==> src/inc/pulse_train_params.svh <==
// constants for the pulse train and frequency output channel
`ifndef PULSE_TRAIN_PARAMS_SVH
`define PULSE_TRAIN_PARAMS_SVH

// reference clock rate in hertz (200 MHz)
`define PTO_CLK_HZ 32'h0BEBC200
// frequency caps in hertz: 100 kHz, 10 kHz, 100 Hz
`define PTO_FMAX_HS_HZ 32'h000186A0
`define PTO_FMAX_HSOFF_HZ 32'h00002710
`define PTO_FMAX_STD_HZ 32'h00000064
// four quarter ticks per output period
`define PTO_QUARTER_SHIFT 2

// register byte offsets
`define PTO_OFS_CTRL 4'h0
`define PTO_OFS_SETPOINT 4'h4
`define PTO_OFS_STATUS 4'h8
`define PTO_OFS_POSITION 4'hC

// control word width, status bit positions
`define PTO_CTRL_W 7
`define PTO_STS_RUN 0
`define PTO_STS_REQ 1
`define PTO_STS_PH_LO 2
`define PTO_STS_PH_HI 3
`define PTO_STS_CLAMP 4

// reset values
`define PTO_CTRL_RST 7'h00
`define PTO_SETPOINT_RST 32'h00000000
`define PTO_POSITION_RST 32'h00000000

`endif

==> src/inc/pulse_train_pkg.sv <==
// types shared by the pulse train channel
package pulse_train_pkg;

	// pulse train signal encodings
	typedef enum logic [1:0] {
		SIG_PULSE_DIR = 2'h0,
		SIG_UP_DOWN = 2'h1,
		SIG_QUAD_1X = 2'h2,
		SIG_QUAD_4X = 2'h3
	} sig_type_t;

	// channel run state
	typedef enum logic [1:0] {
		ST_IDLE = 2'b01,
		ST_RUN = 2'b10
	} run_state_t;

	// control word, bit 6 first
	typedef struct packed {
		logic dir_neg;
		logic std_out;
		logic high_speed;
		sig_type_t sig_type;
		logic pulse_train_mode;
		logic software_run_request;
	} ctrl_t;

	// register bus request
	typedef struct packed {
		logic [3:0] addr;
		logic [31:0] wdata;
		logic wr;
		logic rd;
	} reg_req_t;

endpackage : pulse_train_pkg

==> src/rtl/phase_divider.sv <==
// quarter-period tick generator with period-aligned step reload
`timescale 1ns/1ps
`default_nettype none
`include "pulse_train_params.svh"
module phase_divider #(
	parameter int STEP_W = 20,
	parameter int ACC_W = 28,
	parameter logic [ACC_W-1:0] MODULUS = ACC_W'(`PTO_CLK_HZ)
) (
	input wire logic ref_clk,
	input wire logic nrst,
	input wire logic clear,
	input wire logic load,
	input wire logic [STEP_W-1:0] step_in,
	output logic [STEP_W-1:0] active_step,
	output logic tick
);

	logic [STEP_W-1:0] nxt_step;
	logic [ACC_W:0] sum;
	logic [ACC_W-1:0] acc_ff;

	// step only swapped on load, so a running period keeps its rate
	always_comb begin
		nxt_step = load ? step_in : active_step;
		sum = {1'b0, acc_ff} + (ACC_W+1)'(nxt_step);
	end

	// accumulator: tick rate is step times ref_clk over modulus
	always_ff @(posedge ref_clk) begin
		if (!nrst || clear) begin
			acc_ff <= '0;
			active_step <= '0;
			tick <= 1'b0;
		end else begin
			active_step <= nxt_step;
			if (sum >= {1'b0, MODULUS}) begin
				acc_ff <= ACC_W'(sum - {1'b0, MODULUS});
				tick <= 1'b1;
			end else begin
				acc_ff <= ACC_W'(sum);
				tick <= 1'b0;
			end
		end
	end

endmodule : phase_divider
`default_nettype wire

==> src/rtl/pulse_train_frequency_output.sv <==
// pulse train and frequency output channel with register port
`timescale 1ns/1ps
`default_nettype none
`include "pulse_train_params.svh"
module pulse_train_frequency_output
	import pulse_train_pkg::*;
#(
	parameter int STEP_W = 20,
	parameter int ACC_W = 28
) (
	input wire logic ref_clk,
	input wire logic nrst,
	input wire reg_req_t reg_req,
	output logic [31:0] reg_rdata,
	output logic pulse_output_a,
	output logic pulse_output_b,
	output logic run_active_flag
);

	ctrl_t ctrl_ff;
	ctrl_t nxt_ctrl;
	ctrl_t cfg_ff;
	ctrl_t nxt_cfg;
	logic [31:0] setpoint_ff;
	logic [31:0] position_ff;
	logic [31:0] nxt_position;
	run_state_t state_ff;
	run_state_t nxt_state;
	logic [1:0] cnt_ff;
	logic [1:0] nxt_cnt;
	logic [1:0] nxt_wave;
	logic wr_ctrl;
	logic wr_setpoint;
	logic wr_position;
	logic running;
	logic start;
	logic stop;
	logic go;
	logic tick;
	logic period_end;
	logic load_div;
	logic clear_div;
	logic count_ev;
	logic [STEP_W-1:0] step_in;
	logic [STEP_W-1:0] active_step;
	logic [31:0] status;

	// cap for the selected output type
	function automatic logic [31:0] limit_hz(input ctrl_t c);
		if (c.std_out)
			return `PTO_FMAX_STD_HZ;
		else if (c.high_speed)
			return `PTO_FMAX_HS_HZ;
		else
			return `PTO_FMAX_HSOFF_HZ;
	endfunction : limit_hz

	// hertz setpoint to quarter-tick step, clamped to the cap
	function automatic logic [STEP_W-1:0] step_of(input ctrl_t c, input logic [31:0] sp);
		logic [31:0] lim;
		logic [31:0] hz;
		lim = limit_hz(c);
		hz = (sp > lim) ? lim : sp;
		return STEP_W'(hz << `PTO_QUARTER_SHIFT);
	endfunction : step_of

	// output levels {a, b} for a quarter index and a configuration
	function automatic logic [1:0] wave(input logic [1:0] q, input ctrl_t c);
		logic qa;
		logic qb;
		qa = q[0] ^ q[1];
		qb = q[1];
		if (!c.pulse_train_mode)
			return {qa, 1'b0};
		case (c.sig_type)
			SIG_PULSE_DIR: return {qa, c.dir_neg};
			SIG_UP_DOWN: return c.dir_neg ? {1'b0, qa} : {qa, 1'b0};
			SIG_QUAD_1X, SIG_QUAD_4X: return c.dir_neg ? {qb, qa} : {qa, qb};
			default: return 2'h0;
		endcase
	endfunction : wave

	// address decode; unmapped writes are dropped
	always_comb begin
		wr_ctrl = reg_req.wr && (reg_req.addr == `PTO_OFS_CTRL);
		wr_setpoint = reg_req.wr && (reg_req.addr == `PTO_OFS_SETPOINT);
		wr_position = reg_req.wr && (reg_req.addr == `PTO_OFS_POSITION);
		nxt_ctrl = ctrl_t'(reg_req.wdata[`PTO_CTRL_W-1:0]);
	end

	// sequence starts only on a 0 to 1 edge of the run request
	always_comb begin
		running = (state_ff == ST_RUN);
		start = !running && wr_ctrl && nxt_ctrl.software_run_request && !ctrl_ff.software_run_request;
		stop = running && wr_ctrl && !nxt_ctrl.software_run_request;
		go = start || (running && !stop);
		period_end = running && tick && (cnt_ff == 2'h3);
		load_div = start || period_end;
		clear_div = !go;
	end

	// configuration latched per period so a period never changes shape
	always_comb begin
		if (start)
			nxt_cfg = nxt_ctrl;
		else if (period_end)
			nxt_cfg = ctrl_ff;
		else
			nxt_cfg = cfg_ff;
		step_in = step_of(nxt_cfg, setpoint_ff);
	end

	// quarter index and next output levels
	always_comb begin
		if (start)
			nxt_cnt = 2'h0;
		else if (running && tick)
			nxt_cnt = cnt_ff + 2'h1;
		else
			nxt_cnt = cnt_ff;
		nxt_wave = wave(nxt_cnt, nxt_cfg);
	end

	// increment events: every quarter in 4x, otherwise the quarter where A (B in negative up/down) rises
	always_comb begin
		count_ev = 1'b0;
		if (running && !stop && tick && cfg_ff.pulse_train_mode) begin
			if (cfg_ff.sig_type == SIG_QUAD_4X)
				count_ev = 1'b1;
			else if (cfg_ff.sig_type == SIG_QUAD_1X)
				// B leads when negative, so A only rises entering quarter two
				count_ev = (nxt_cnt == (cfg_ff.dir_neg ? 2'h2 : 2'h1));
			else
				count_ev = (nxt_cnt == 2'h1);
		end
	end

	// position: a clearing write and a same-cycle increment both take effect
	always_comb begin
		nxt_position = wr_position ? `PTO_POSITION_RST : position_ff;
		if (count_ev)
			nxt_position = cfg_ff.dir_neg ? nxt_position - 32'h00000001 : nxt_position + 32'h00000001;
	end

	// run state machine
	always_comb begin
		case (state_ff)
			ST_IDLE: nxt_state = start ? ST_RUN : ST_IDLE;
			ST_RUN: nxt_state = stop ? ST_IDLE : ST_RUN;
			default: nxt_state = ST_IDLE;
		endcase
	end

	phase_divider #(
		.STEP_W(STEP_W),
		.ACC_W(ACC_W)
	) u_phase_divider (
		.ref_clk(ref_clk),
		.nrst(nrst),
		.clear(clear_div),
		.load(load_div),
		.step_in(step_in),
		.active_step(active_step),
		.tick(tick)
	);

	// software registers
	always_ff @(posedge ref_clk) begin
		if (!nrst) begin
			ctrl_ff <= ctrl_t'(`PTO_CTRL_RST);
			setpoint_ff <= `PTO_SETPOINT_RST;
		end else begin
			if (wr_ctrl)
				ctrl_ff <= nxt_ctrl;
			if (wr_setpoint)
				setpoint_ff <= reg_req.wdata;
		end
	end

	// state and flag; flag drops in the same edge as the request
	always_ff @(posedge ref_clk) begin
		if (!nrst) begin
			state_ff <= ST_IDLE;
			run_active_flag <= 1'b0;
		end else begin
			state_ff <= nxt_state;
			run_active_flag <= (nxt_state == ST_RUN);
		end
	end

	// sequence state; idle forces low outputs and quarter zero
	always_ff @(posedge ref_clk) begin
		if (!nrst) begin
			cnt_ff <= 2'h0;
			cfg_ff <= ctrl_t'(`PTO_CTRL_RST);
			pulse_output_a <= 1'b0;
			pulse_output_b <= 1'b0;
		end else if (go) begin
			cnt_ff <= nxt_cnt;
			cfg_ff <= nxt_cfg;
			pulse_output_a <= nxt_wave[1];
			pulse_output_b <= nxt_wave[0];
		end else begin
			cnt_ff <= 2'h0;
			pulse_output_a <= 1'b0;
			pulse_output_b <= 1'b0;
		end
	end

	// generated increments, signed two's complement
	always_ff @(posedge ref_clk) begin
		if (!nrst)
			position_ff <= `PTO_POSITION_RST;
		else
			position_ff <= nxt_position;
	end

	// status word
	always_comb begin
		status = 32'h00000000;
		status[`PTO_STS_RUN] = run_active_flag;
		status[`PTO_STS_REQ] = ctrl_ff.software_run_request;
		status[`PTO_STS_PH_HI:`PTO_STS_PH_LO] = cnt_ff;
		status[`PTO_STS_CLAMP] = (setpoint_ff > limit_hz(ctrl_ff));
	end

	// read data valid only in the cycle after the strobe, zero elsewhere
	always_ff @(posedge ref_clk) begin
		if (!nrst || !reg_req.rd) begin
			reg_rdata <= 32'h00000000;
		end else begin
			case (reg_req.addr)
				`PTO_OFS_CTRL: reg_rdata <= 32'(ctrl_ff);
				`PTO_OFS_SETPOINT: reg_rdata <= setpoint_ff;
				`PTO_OFS_STATUS: reg_rdata <= status;
				`PTO_OFS_POSITION: reg_rdata <= position_ff;
				default: reg_rdata <= 32'h00000000;
			endcase
		end
	end
endmodule : pulse_train_frequency_output
`default_nettype wire

==> config.mk <==
export PLATFORM = sky130hd
export DESIGN_NAME = pulse_train_frequency_output
export DESIGN_NICKNAME = d
export VERILOG_FILES = /design/src/inc/pulse_train_pkg.sv /design/src/rtl/phase_divider.sv /design/src/rtl/pulse_train_frequency_output.sv
export VERILOG_INCLUDE_DIRS = /design/src /design/src/inc
export SDC_FILE = /design/constraint.sdc
export NUM_CORES = 1
export LEC_CHECK = 0
export BUFFER_PORTS_ARGS = -buffer_cell sky130_fd_sc_hd__buf_2
export CORE_MARGIN = 5
export CORE_UTILIZATION = 44
export DETAILED_ROUTE_END_ITERATION = 6
export HOLD_SLACK_MARGIN = 0.03
export PLACE_DENSITY = 0.64
export SKIP_CTS_REPAIR_TIMING = 1
export SYNTH_ARGS = -nofsm -noshare
export SYNTH_HDL_FRONTEND = slang
export SYNTH_SLANG_ARGS = --single-unit
==> constraint.sdc <==
create_clock -name ref_clk -period 10.5 [get_ports ref_clk]
set_clock_uncertainty 0.1 [all_clocks]
set_input_delay 1.05 -clock ref_clk [delete_from_list [all_inputs] [get_ports ref_clk]]
set_output_delay 1.05 -clock ref_clk [all_outputs]
set_load 0.005 [all_outputs]
==> flow_metrics.py, run 1 <==
metrics = {
    "drt": {
        "drt_iter0_drc": 799,
        "detail-route-antenna-nets": 0,
        "vias_per_cell": 5.79,
        "wl_per_cell_um": 17.6,
        "dr.pass1.iters": 5,
        "drc": 0,
        "num_vias": 9752,
        "drt-total-wl_um": 29600,
    },
    "cells_and_area": {
        "fill_cells": 2250,
        "nets": 1468,
        "area_growth_syn_to_layout_pct": 11.9,
        "antenna_cells": 0,
        "drive_gt1_share_pct": 10.7,
    },
    "critical_path": {
        "cp_data_arrival_time_ps": 9090,
        "crit_fanout": 20,
        "r2r_start": "state_ff[0]",
        "worst_setup_path_start_kind": "primary input",
        "cp-end-kind": "register",
        "cp_common_cell": "nand2_1",
        "crit_required_ps": 10720,
        "path_class": "in -> reg",
        "ff2ff_path_depth": 30,
        "path_buf_inv": 4,
        "r2r_slack_ps": 2200,
        "rr_endpoint": "u_phase_divider.acc_ff[11]",
        "critPathTopFamily": "compound AO/OA/AOI/OAI gates",
        "slowest_stage": "o311ai_2",
        "slowest_delay_ps": 1060,
    },
    "cts": {
        "cts-buffers-inserted": 17,
        "cts-root-buf": "clkbuf_16",
        "cts.sink_count": 165,
        "htree_levels": 4,
        "cts.reportedPaths.clkPinSlew_ps": 70,
        "cts_buffer_depth": 2,
        "cts_tree": "yes",
        "clock_latency_ps": 420,
    },
    "min_path": {
        "hold_end": "u_phase_divider.active_step[3]",
        "hp-class": "reg -> reg",
        "hp-start": "u_phase_divider.active_step[3]",
        "hold_path_depth": 2,
    },
    "synth": {
        "synth_seq_cells": 165,
        "netlist_instances": 1313,
        "yosys.area.top_type": "dfxtp_1",
        "async_flop_share_pct": 0,
        "avgSynthCellArea_sq_um": 7.87,
        "synth-warning-count": 0,
        "yosysUniqueCellTypes": 85,
        "syn_area_sq_um": 10300,
        "synth_top_flop_cell": "dfxtp_1",
        "synthTopCellsByArea": "dfxtp_1, ha_1, a21oi_1",
        "ys_seq_area_share_pct": 32.0,
        "synth_edf_count": 0,
        "synth_nets": 1430,
        "yosysTopAreaCellShare_pct": 32.0,
    },
    "floorplanning": {
        "start_util_pct": 44.3,
        "die_y_um": 163,
        "coreArea_sq_um": 23300,
        "ioPinCount": 75,
        "die_area_sq_um": 26700,
        "num_rows": 56,
        "die_w_um": 163,
    },
    "timing": {
        "maxSlewHeadroom_pct": 15.0,
        "setup_viol": 0,
        "fin_tns_setup_ps": 0,
        "rsz0062_at_grt": "no",
        "report.final.slew_viol_count": 0,
        "worst_slew_pin_slew_ps": 1270,
        "period_needed_ps": 8870,
        "fmax_ghz": 0.113,
        "min_period_over_period_pct": 84.5,
        "hold_viol": 0,
        "fin_ws_ps": 1630,
    },
    "place": {
        "dp_hpwl_um": 21400,
        "gp_congestion": 0.907,
        "port_buffers": 74,
        "pre_cts_ws_ps": 1390,
    },
    "grt": {
        "grt_pass1_vias": 8980,
        "grt_util_all_layers_pct": 22.1,
        "antenna_found_initial": 0,
        "grt_pass1_wl_um": 47600,
        "grt_overflow": 0,
        "grt_max_degree": 75,
    },
    "power": {
        "p_sw_mw": 0.299,
        "p_comb_share_pct": 3.8,
        "netSwitchingFraction_pct": 22.2,
        "power.density_nw_per_um2": 116,
        "intPower_mw": 1.04,
        "leakage_nw": 4.86,
        "seqPwrFrac_pct": 47.0,
        "vdd_ir_drop_max_mv": 0.0956,
        "pwr-share-clk_pct": 49.2,
    },
    "outcome": {
        "outcome": "complete, no violations",
    },
    "run": {
        "cap_viol_max_count": 0,
    },
}
-- registers in the layout (all words and copies together), names as in the netlist --
name,count
ctrl_ff,7
position_ff,32
cnt_ff,2
cfg_ff,6
u_phase_divider.active_step,20
run_active_flag,1
u_phase_divider.tick,1
pulse_output_b,1
state_ff,2
pulse_output_a,1
reg_rdata,32
setpoint_ff,32
u_phase_divider.acc_ff,28
-- tightest hold or removal path, cell delays in order (launching register included) --
cell and delay (ps):
dfxtp_1 300, nand2_1 60, a21oi_1 50
-- cell type report --
class	instances	area, sq um	area share, %
sequential	165	3300	28.6
timing repair buffer	85	453	3.92
multi-input combinational	1056	6700	57.9
clock buffer	24	492	4.25
clock inverter	8	121	1.05
tap	319	399	3.45
inverter	26	97.6	0.844
-- kinds of logic after synthesis --
group | count (synthesis) | share of synthesized area, %
muxes | 20 | 1.94
AOI/OAI and AO/OA | 375 | 23.8
buffers and inverters | 92 | 3.51
adders and majority gates | 78 | 9.56
and+or+nand+nor | 533 | 25.0
xor gates and xnor gates | 50 | 4.24
DFF | 165 | 32.0
-- worst max-delay path by stage --
stage                startpoint                          to  cells past startpoint
CTS                 reg_req[37]  u_phase_divider.acc_ff[11]                     31
global placement    reg_req[37]  u_phase_divider.acc_ff[11]                     31
detailed placement  reg_req[37]  u_phase_divider.acc_ff[11]                     31
floorplan           reg_req[37]  u_phase_divider.acc_ff[12]                     27
global route        reg_req[37]  u_phase_divider.acc_ff[10]                     30
finish              reg_req[37]  u_phase_divider.acc_ff[11]                     31
-- stage by stage --
| step | instance area, sq um | util [%] | std cells | hold WS [ps] | power, mW |
|---|---|---|---|---|---|
| final | 11600 | 49.6 | 1683 | 358 | 1.34 |
| after detailed placement | 11000 | 46.9 | 1651 | 350 | 0.696 |
| after global placement | 11000 | 46.9 | 1651 | 345 | 0.695 |
| after floorplan | 10300 | - | 1313 | 337 | 0.673 |
| after global routing | 11600 | 49.6 | 1683 | 376 | 1.38 |
| after CTS | 11600 | 49.6 | 1683 | 358 | 1.35 |
-- power by group through the flow --
| stage | Sequential (mW) | Clock, mW | Combinational, mW |
|---|---|---|---|
| after floorplan | 0.644 | 0 | 0.0293 |
| after global placement | 0.645 | 0 | 0.0499 |
| after detailed placement | 0.645 | 0 | 0.0502 |
| after CTS | 0.631 | 0.671 | 0.0503 |
| after global routing | 0.631 | 0.697 | 0.0560 |
| final | 0.631 | 0.660 | 0.0508 |
-- metal layers --
layer	vias to the layer above	global-route usage (%)	part of all wire (%)
met5	-	0	0
met4	0	7.05	2.2
met3	52	3.73	5.5
met2	322	33.9	43
met1	4565	31.8	49
li1	4813	-	-
-- cells in the final DEF, fill, tap and decap left out, drive strengths merged, types with 7 or more instances in the layout --
cell and n:
a31oi 15, inv 25, or2 7, a21o 30, buf 85, clkbuf 24
or3 9, ha 75, nand4 15, a211o 7, o31ai 9, xor2 14
nand2b 17, mux2i 20, a21oi 134, nor4 7, o211ai 7, xnor2 36
a22oi 38, o21a 9, nand3 39, nor3 25, a211oi 15, nor2b 13
dfxtp 165, nand2 173, and2 58, nor2 127, and3 21, o21ai 52
-- cell usage after synthesis, drive strengths merged, types with 5 or more instances --
master   instances
a2111oi          5
a211o            7
a211oi          15
a21o            30
a21oi          134
a22oi           38
a31o             6
a31oi           15
and2            58
and3            21
buf             10
clkbuf          56
dfxtp          165
ha              75
inv             25
mux2i           20
nand2          173
nand2b          17
nand3           39
nand4           15
nor2           127
nor2b           13
nor3            25
nor4             7
o211ai           7
o21a             9
o21ai           52
o21bai           5
o31ai            9
or2              7
or3              9
or4              5
xnor2           36
xor2            14
Power figures use the tool's default switching activity.
==> run 2: changes to the inputs <==
ABC_AREA = 1   (was default)
clock period = 8.2 ns   (was 10.5 ns; I/O delays follow)
==> run 2 against run 1 <==
  * Non-clock buffer count is 3 lower
  * Utilization is 0.30 points lower
  * Die area is 8.2% higher
  * Via count is 15% higher
  * First-iteration DRC count is 4.4% higher
  * Clock-buffer cell count is 5 lower
  * Register-to-register slack worse by 460 ps
  * Power is 24% higher
  * Critical endpoint unchanged
  * Largest cell class unchanged
==> flow_metrics.py, run 2 <==
metrics = {
    "timing": {
        "min_period_over_period_pct": 80.9,
        "fmax_ghz": 0.151,
        "rsz0062_at_grt": "no",
        "setup_viol": 0,
        "period_needed_ps": 6640,
        "hold_viol": 0,
        "worst_slew_pin_slew_ps": 1090,
        "maxSlewHeadroom_pct": 27.0,
        "fin_tns_setup_ps": 0,
        "fin_ws_ps": 1560,
        "report.final.slew_viol_count": 0,
    },
    "synth": {
        "netlist_instances": 1723,
        "yosysMostFrequentCell": "nand2_1",
        "synth_edf_count": 0,
        "ys_seq_area_share_pct": 29.4,
        "yosys.area.top_type": "dfxtp_1",
        "synthAdderAreaFrac_pct": 8.71,
        "synth_nets": 1840,
        "synth_top_flop_cell": "dfxtp_1",
        "synth_seq_cells": 165,
        "synthTopCellsByArea": "dfxtp_1, nand2_1, ha_1",
        "avgSynthCellArea_sq_um": 6.52,
        "yosysTopAreaCellShare_pct": 29.4,
        "synth_compound_area_share_pct": 15.8,
        "synth_top_family_by_area": "simple AND/OR/NAND/NOR gates",
        "syn_area_sq_um": 11200,
        "synth.area.mux_share_pct": 0.0891,
        "synth-warning-count": 0,
        "synth-xor-area-share_pct": 2.88,
        "async_flop_share_pct": 0,
        "synth-simple-area-share_pct": 33.1,
        "synthTopCellsByCount": "nand2_1, inv_1, a21oi_1",
        "yosysUniqueCellTypes": 50,
    },
    "floorplanning": {
        "die_y_um": 170,
        "start_util_pct": 44.6,
        "num_rows": 58,
        "ioPinCount": 75,
        "coreArea_sq_um": 25200,
        "die_w_um": 170,
        "die_area_sq_um": 28800,
    },
    "grt": {
        "grt_overflow": 0,
        "grt_pass1_vias": 10200,
        "antenna_found_initial": 0,
        "grt_pass1_wl_um": 54200,
        "grt_util_all_layers_pct": 23.4,
        "grt_max_degree": 55,
    },
    "cells_and_area": {
        "fin_cells": 2117,
        "reg_top3": "position_ff (32), reg_rdata (32), setpoint_ff (32)",
        "layout_commonest_cell": "nand2_1",
        "fill_cells": 2620,
        "area_growth_syn_to_layout_pct": 10.4,
        "drive_gt1_share_pct": 11.4,
        "nets": 1891,
        "layout_common_cells": "nand2_1, inv_1, a21oi_1",
        "antenna_cells": 0,
    },
    "place": {
        "dp_hpwl_um": 26700,
        "pre_cts_ws_ps": 1260,
        "dp_cells": 2085,
        "port_buffers": 74,
        "gp_congestion": 0.915,
    },
    "critical_path": {
        "r2r_start": "state_ff[0]",
        "cp_common_cell": "nand2_1",
        "crit_start": "reg_req[35]",
        "cp-end-kind": "register",
        "slowest_stage": "o21ai_0",
        "crit_fanout": 19,
        "path_buf_inv": 7,
        "ff2ff_path_depth": 40,
        "cp.depth": 40,
        "slowest_delay_ps": 370,
        "cp_data_arrival_time_ps": 6860,
        "critPathTopFamily": "simple AND/OR/NAND/NOR gates",
        "crit_required_ps": 8430,
        "worst_setup_path_start_kind": "primary input",
        "path_class": "in -> reg",
    },
    "drt": {
        "dr.pass1.iters": 5,
        "vias_per_cell": 5.30,
        "drc": 0,
        "wl_per_cell_um": 16.1,
        "drt-total-wl_um": 34200,
        "num_vias": 11200,
        "detail-route-antenna-nets": 0,
        "drt_iter0_drc": 834,
    },
    "outcome": {
        "outcome": "complete, no violations",
    },
    "power": {
        "netSwitchingFraction_pct": 25.5,
        "p_sw_mw": 0.424,
        "vdd_ir_drop_max_mv": 0.120,
        "pwr-share-clk_pct": 46.9,
        "seqPwrFrac_pct": 48.5,
        "p_comb_share_pct": 4.6,
        "intPower_mw": 1.24,
        "power.density_nw_per_um2": 134,
        "leakage_nw": 5.90,
    },
    "cts": {
        "cts-root-buf": "clkbuf_16",
        "cts.reportedPaths.clkPinSlew_ps": 70,
        "cts_buffer_depth": 2,
        "cts-buffers-inserted": 17,
        "htree_levels": 4,
        "clock_latency_ps": 430,
        "cts.sink_count": 165,
        "cts_tree": "yes",
    },
    "run": {
        "cap_viol_max_count": 0,
    },
    "min_path": {
        "hp-class": "reg -> reg",
        "hp-start": "u_phase_divider.active_step[0]",
        "hold_path_depth": 2,
    },
}
run 2: changes by cell type in the layout (fill, tap and decap cells not counted), moves of 39 or more:
cell and delta:
nand3_1 +78, nand2_1 +283, and2_1 -58, inv_1 +200, nand2_2 +39
run 2: kinds of logic after synthesis:
family	after synthesis
muxes	1
adders and majority gates	77
AOI/OAI and AO/OA	315
buffers and inverters	284
DFF	165
xor gates and xnor gates	37
and+or+nand+nor	844
run 2: power by group through the flow:
stage          logic [mW]  registers, mW  clock network [mW]
6_report           0.0759          0.808               0.781
5_1_grt            0.0847          0.809               0.829
4_1_cts            0.0750          0.808               0.792
3_5_place_dp       0.0746          0.827                   0
3_3_place_gp       0.0743          0.827                   0
2_1_floorplan      0.0477          0.825                   0
run 2: worst reg2reg max path, delay by kind of cell, from the launching register on:
| kind | cells | cell delay (ps) |
|---|---|---|
| buffers and inverters | 7 | 580 |
| DFF | 1 | 310 |
| AOI/OAI and AO/OA | 6 | 1100 |
| adders and majority gates | 4 | 980 |
| and+or+nand+nor | 23 | 3290 |
run 2: layout make-up:
| type | instances | area, sq um | area share (%) |
|---|---|---|---|
| Inverter | 234 | 878 | 7.08 |
| Tap cell | 330 | 413 | 3.33 |
| Multi-Input combinational cell | 1274 | 6820 | 55.0 |
| Clock buffer | 19 | 453 | 3.65 |
| Clock inverter | 13 | 110 | 0.887 |
| Timing Repair Buffer | 82 | 430 | 3.47 |
| Sequential cell | 165 | 3300 | 26.6 |
run 2: worst paths after layout:
path,to,slack (ps)
max,u_phase_divider.acc_ff[11],1560
max reg2reg,u_phase_divider.acc_ff[11],1740
min reg2reg,u_phase_divider.active_step[0],350
min,u_phase_divider.active_step[0],350
run 2: routing by layer:
layer / global-route usage, % / vias up / share of wire, %
li1: - / 5745 / -
met1: 34.4 / 5163 / 48
met2: 36.2 / 293 / 45
met5: 0 / - / 0
met4: 4.48 / 0 / 1.2
met3: 4.17 / 27 / 6.2
run 2: through the flow:
step	util (%)	total power [mW]	hold WS, ps	instance area [sq um]
global route	49.3	1.72	380	12400
CTS	49.3	1.68	351	12400
floorplan	-	0.873	325	11200
detailed placement	47.0	0.902	339	11800
finish	49.3	1.67	348	12400
global placement	47.0	0.901	336	11800
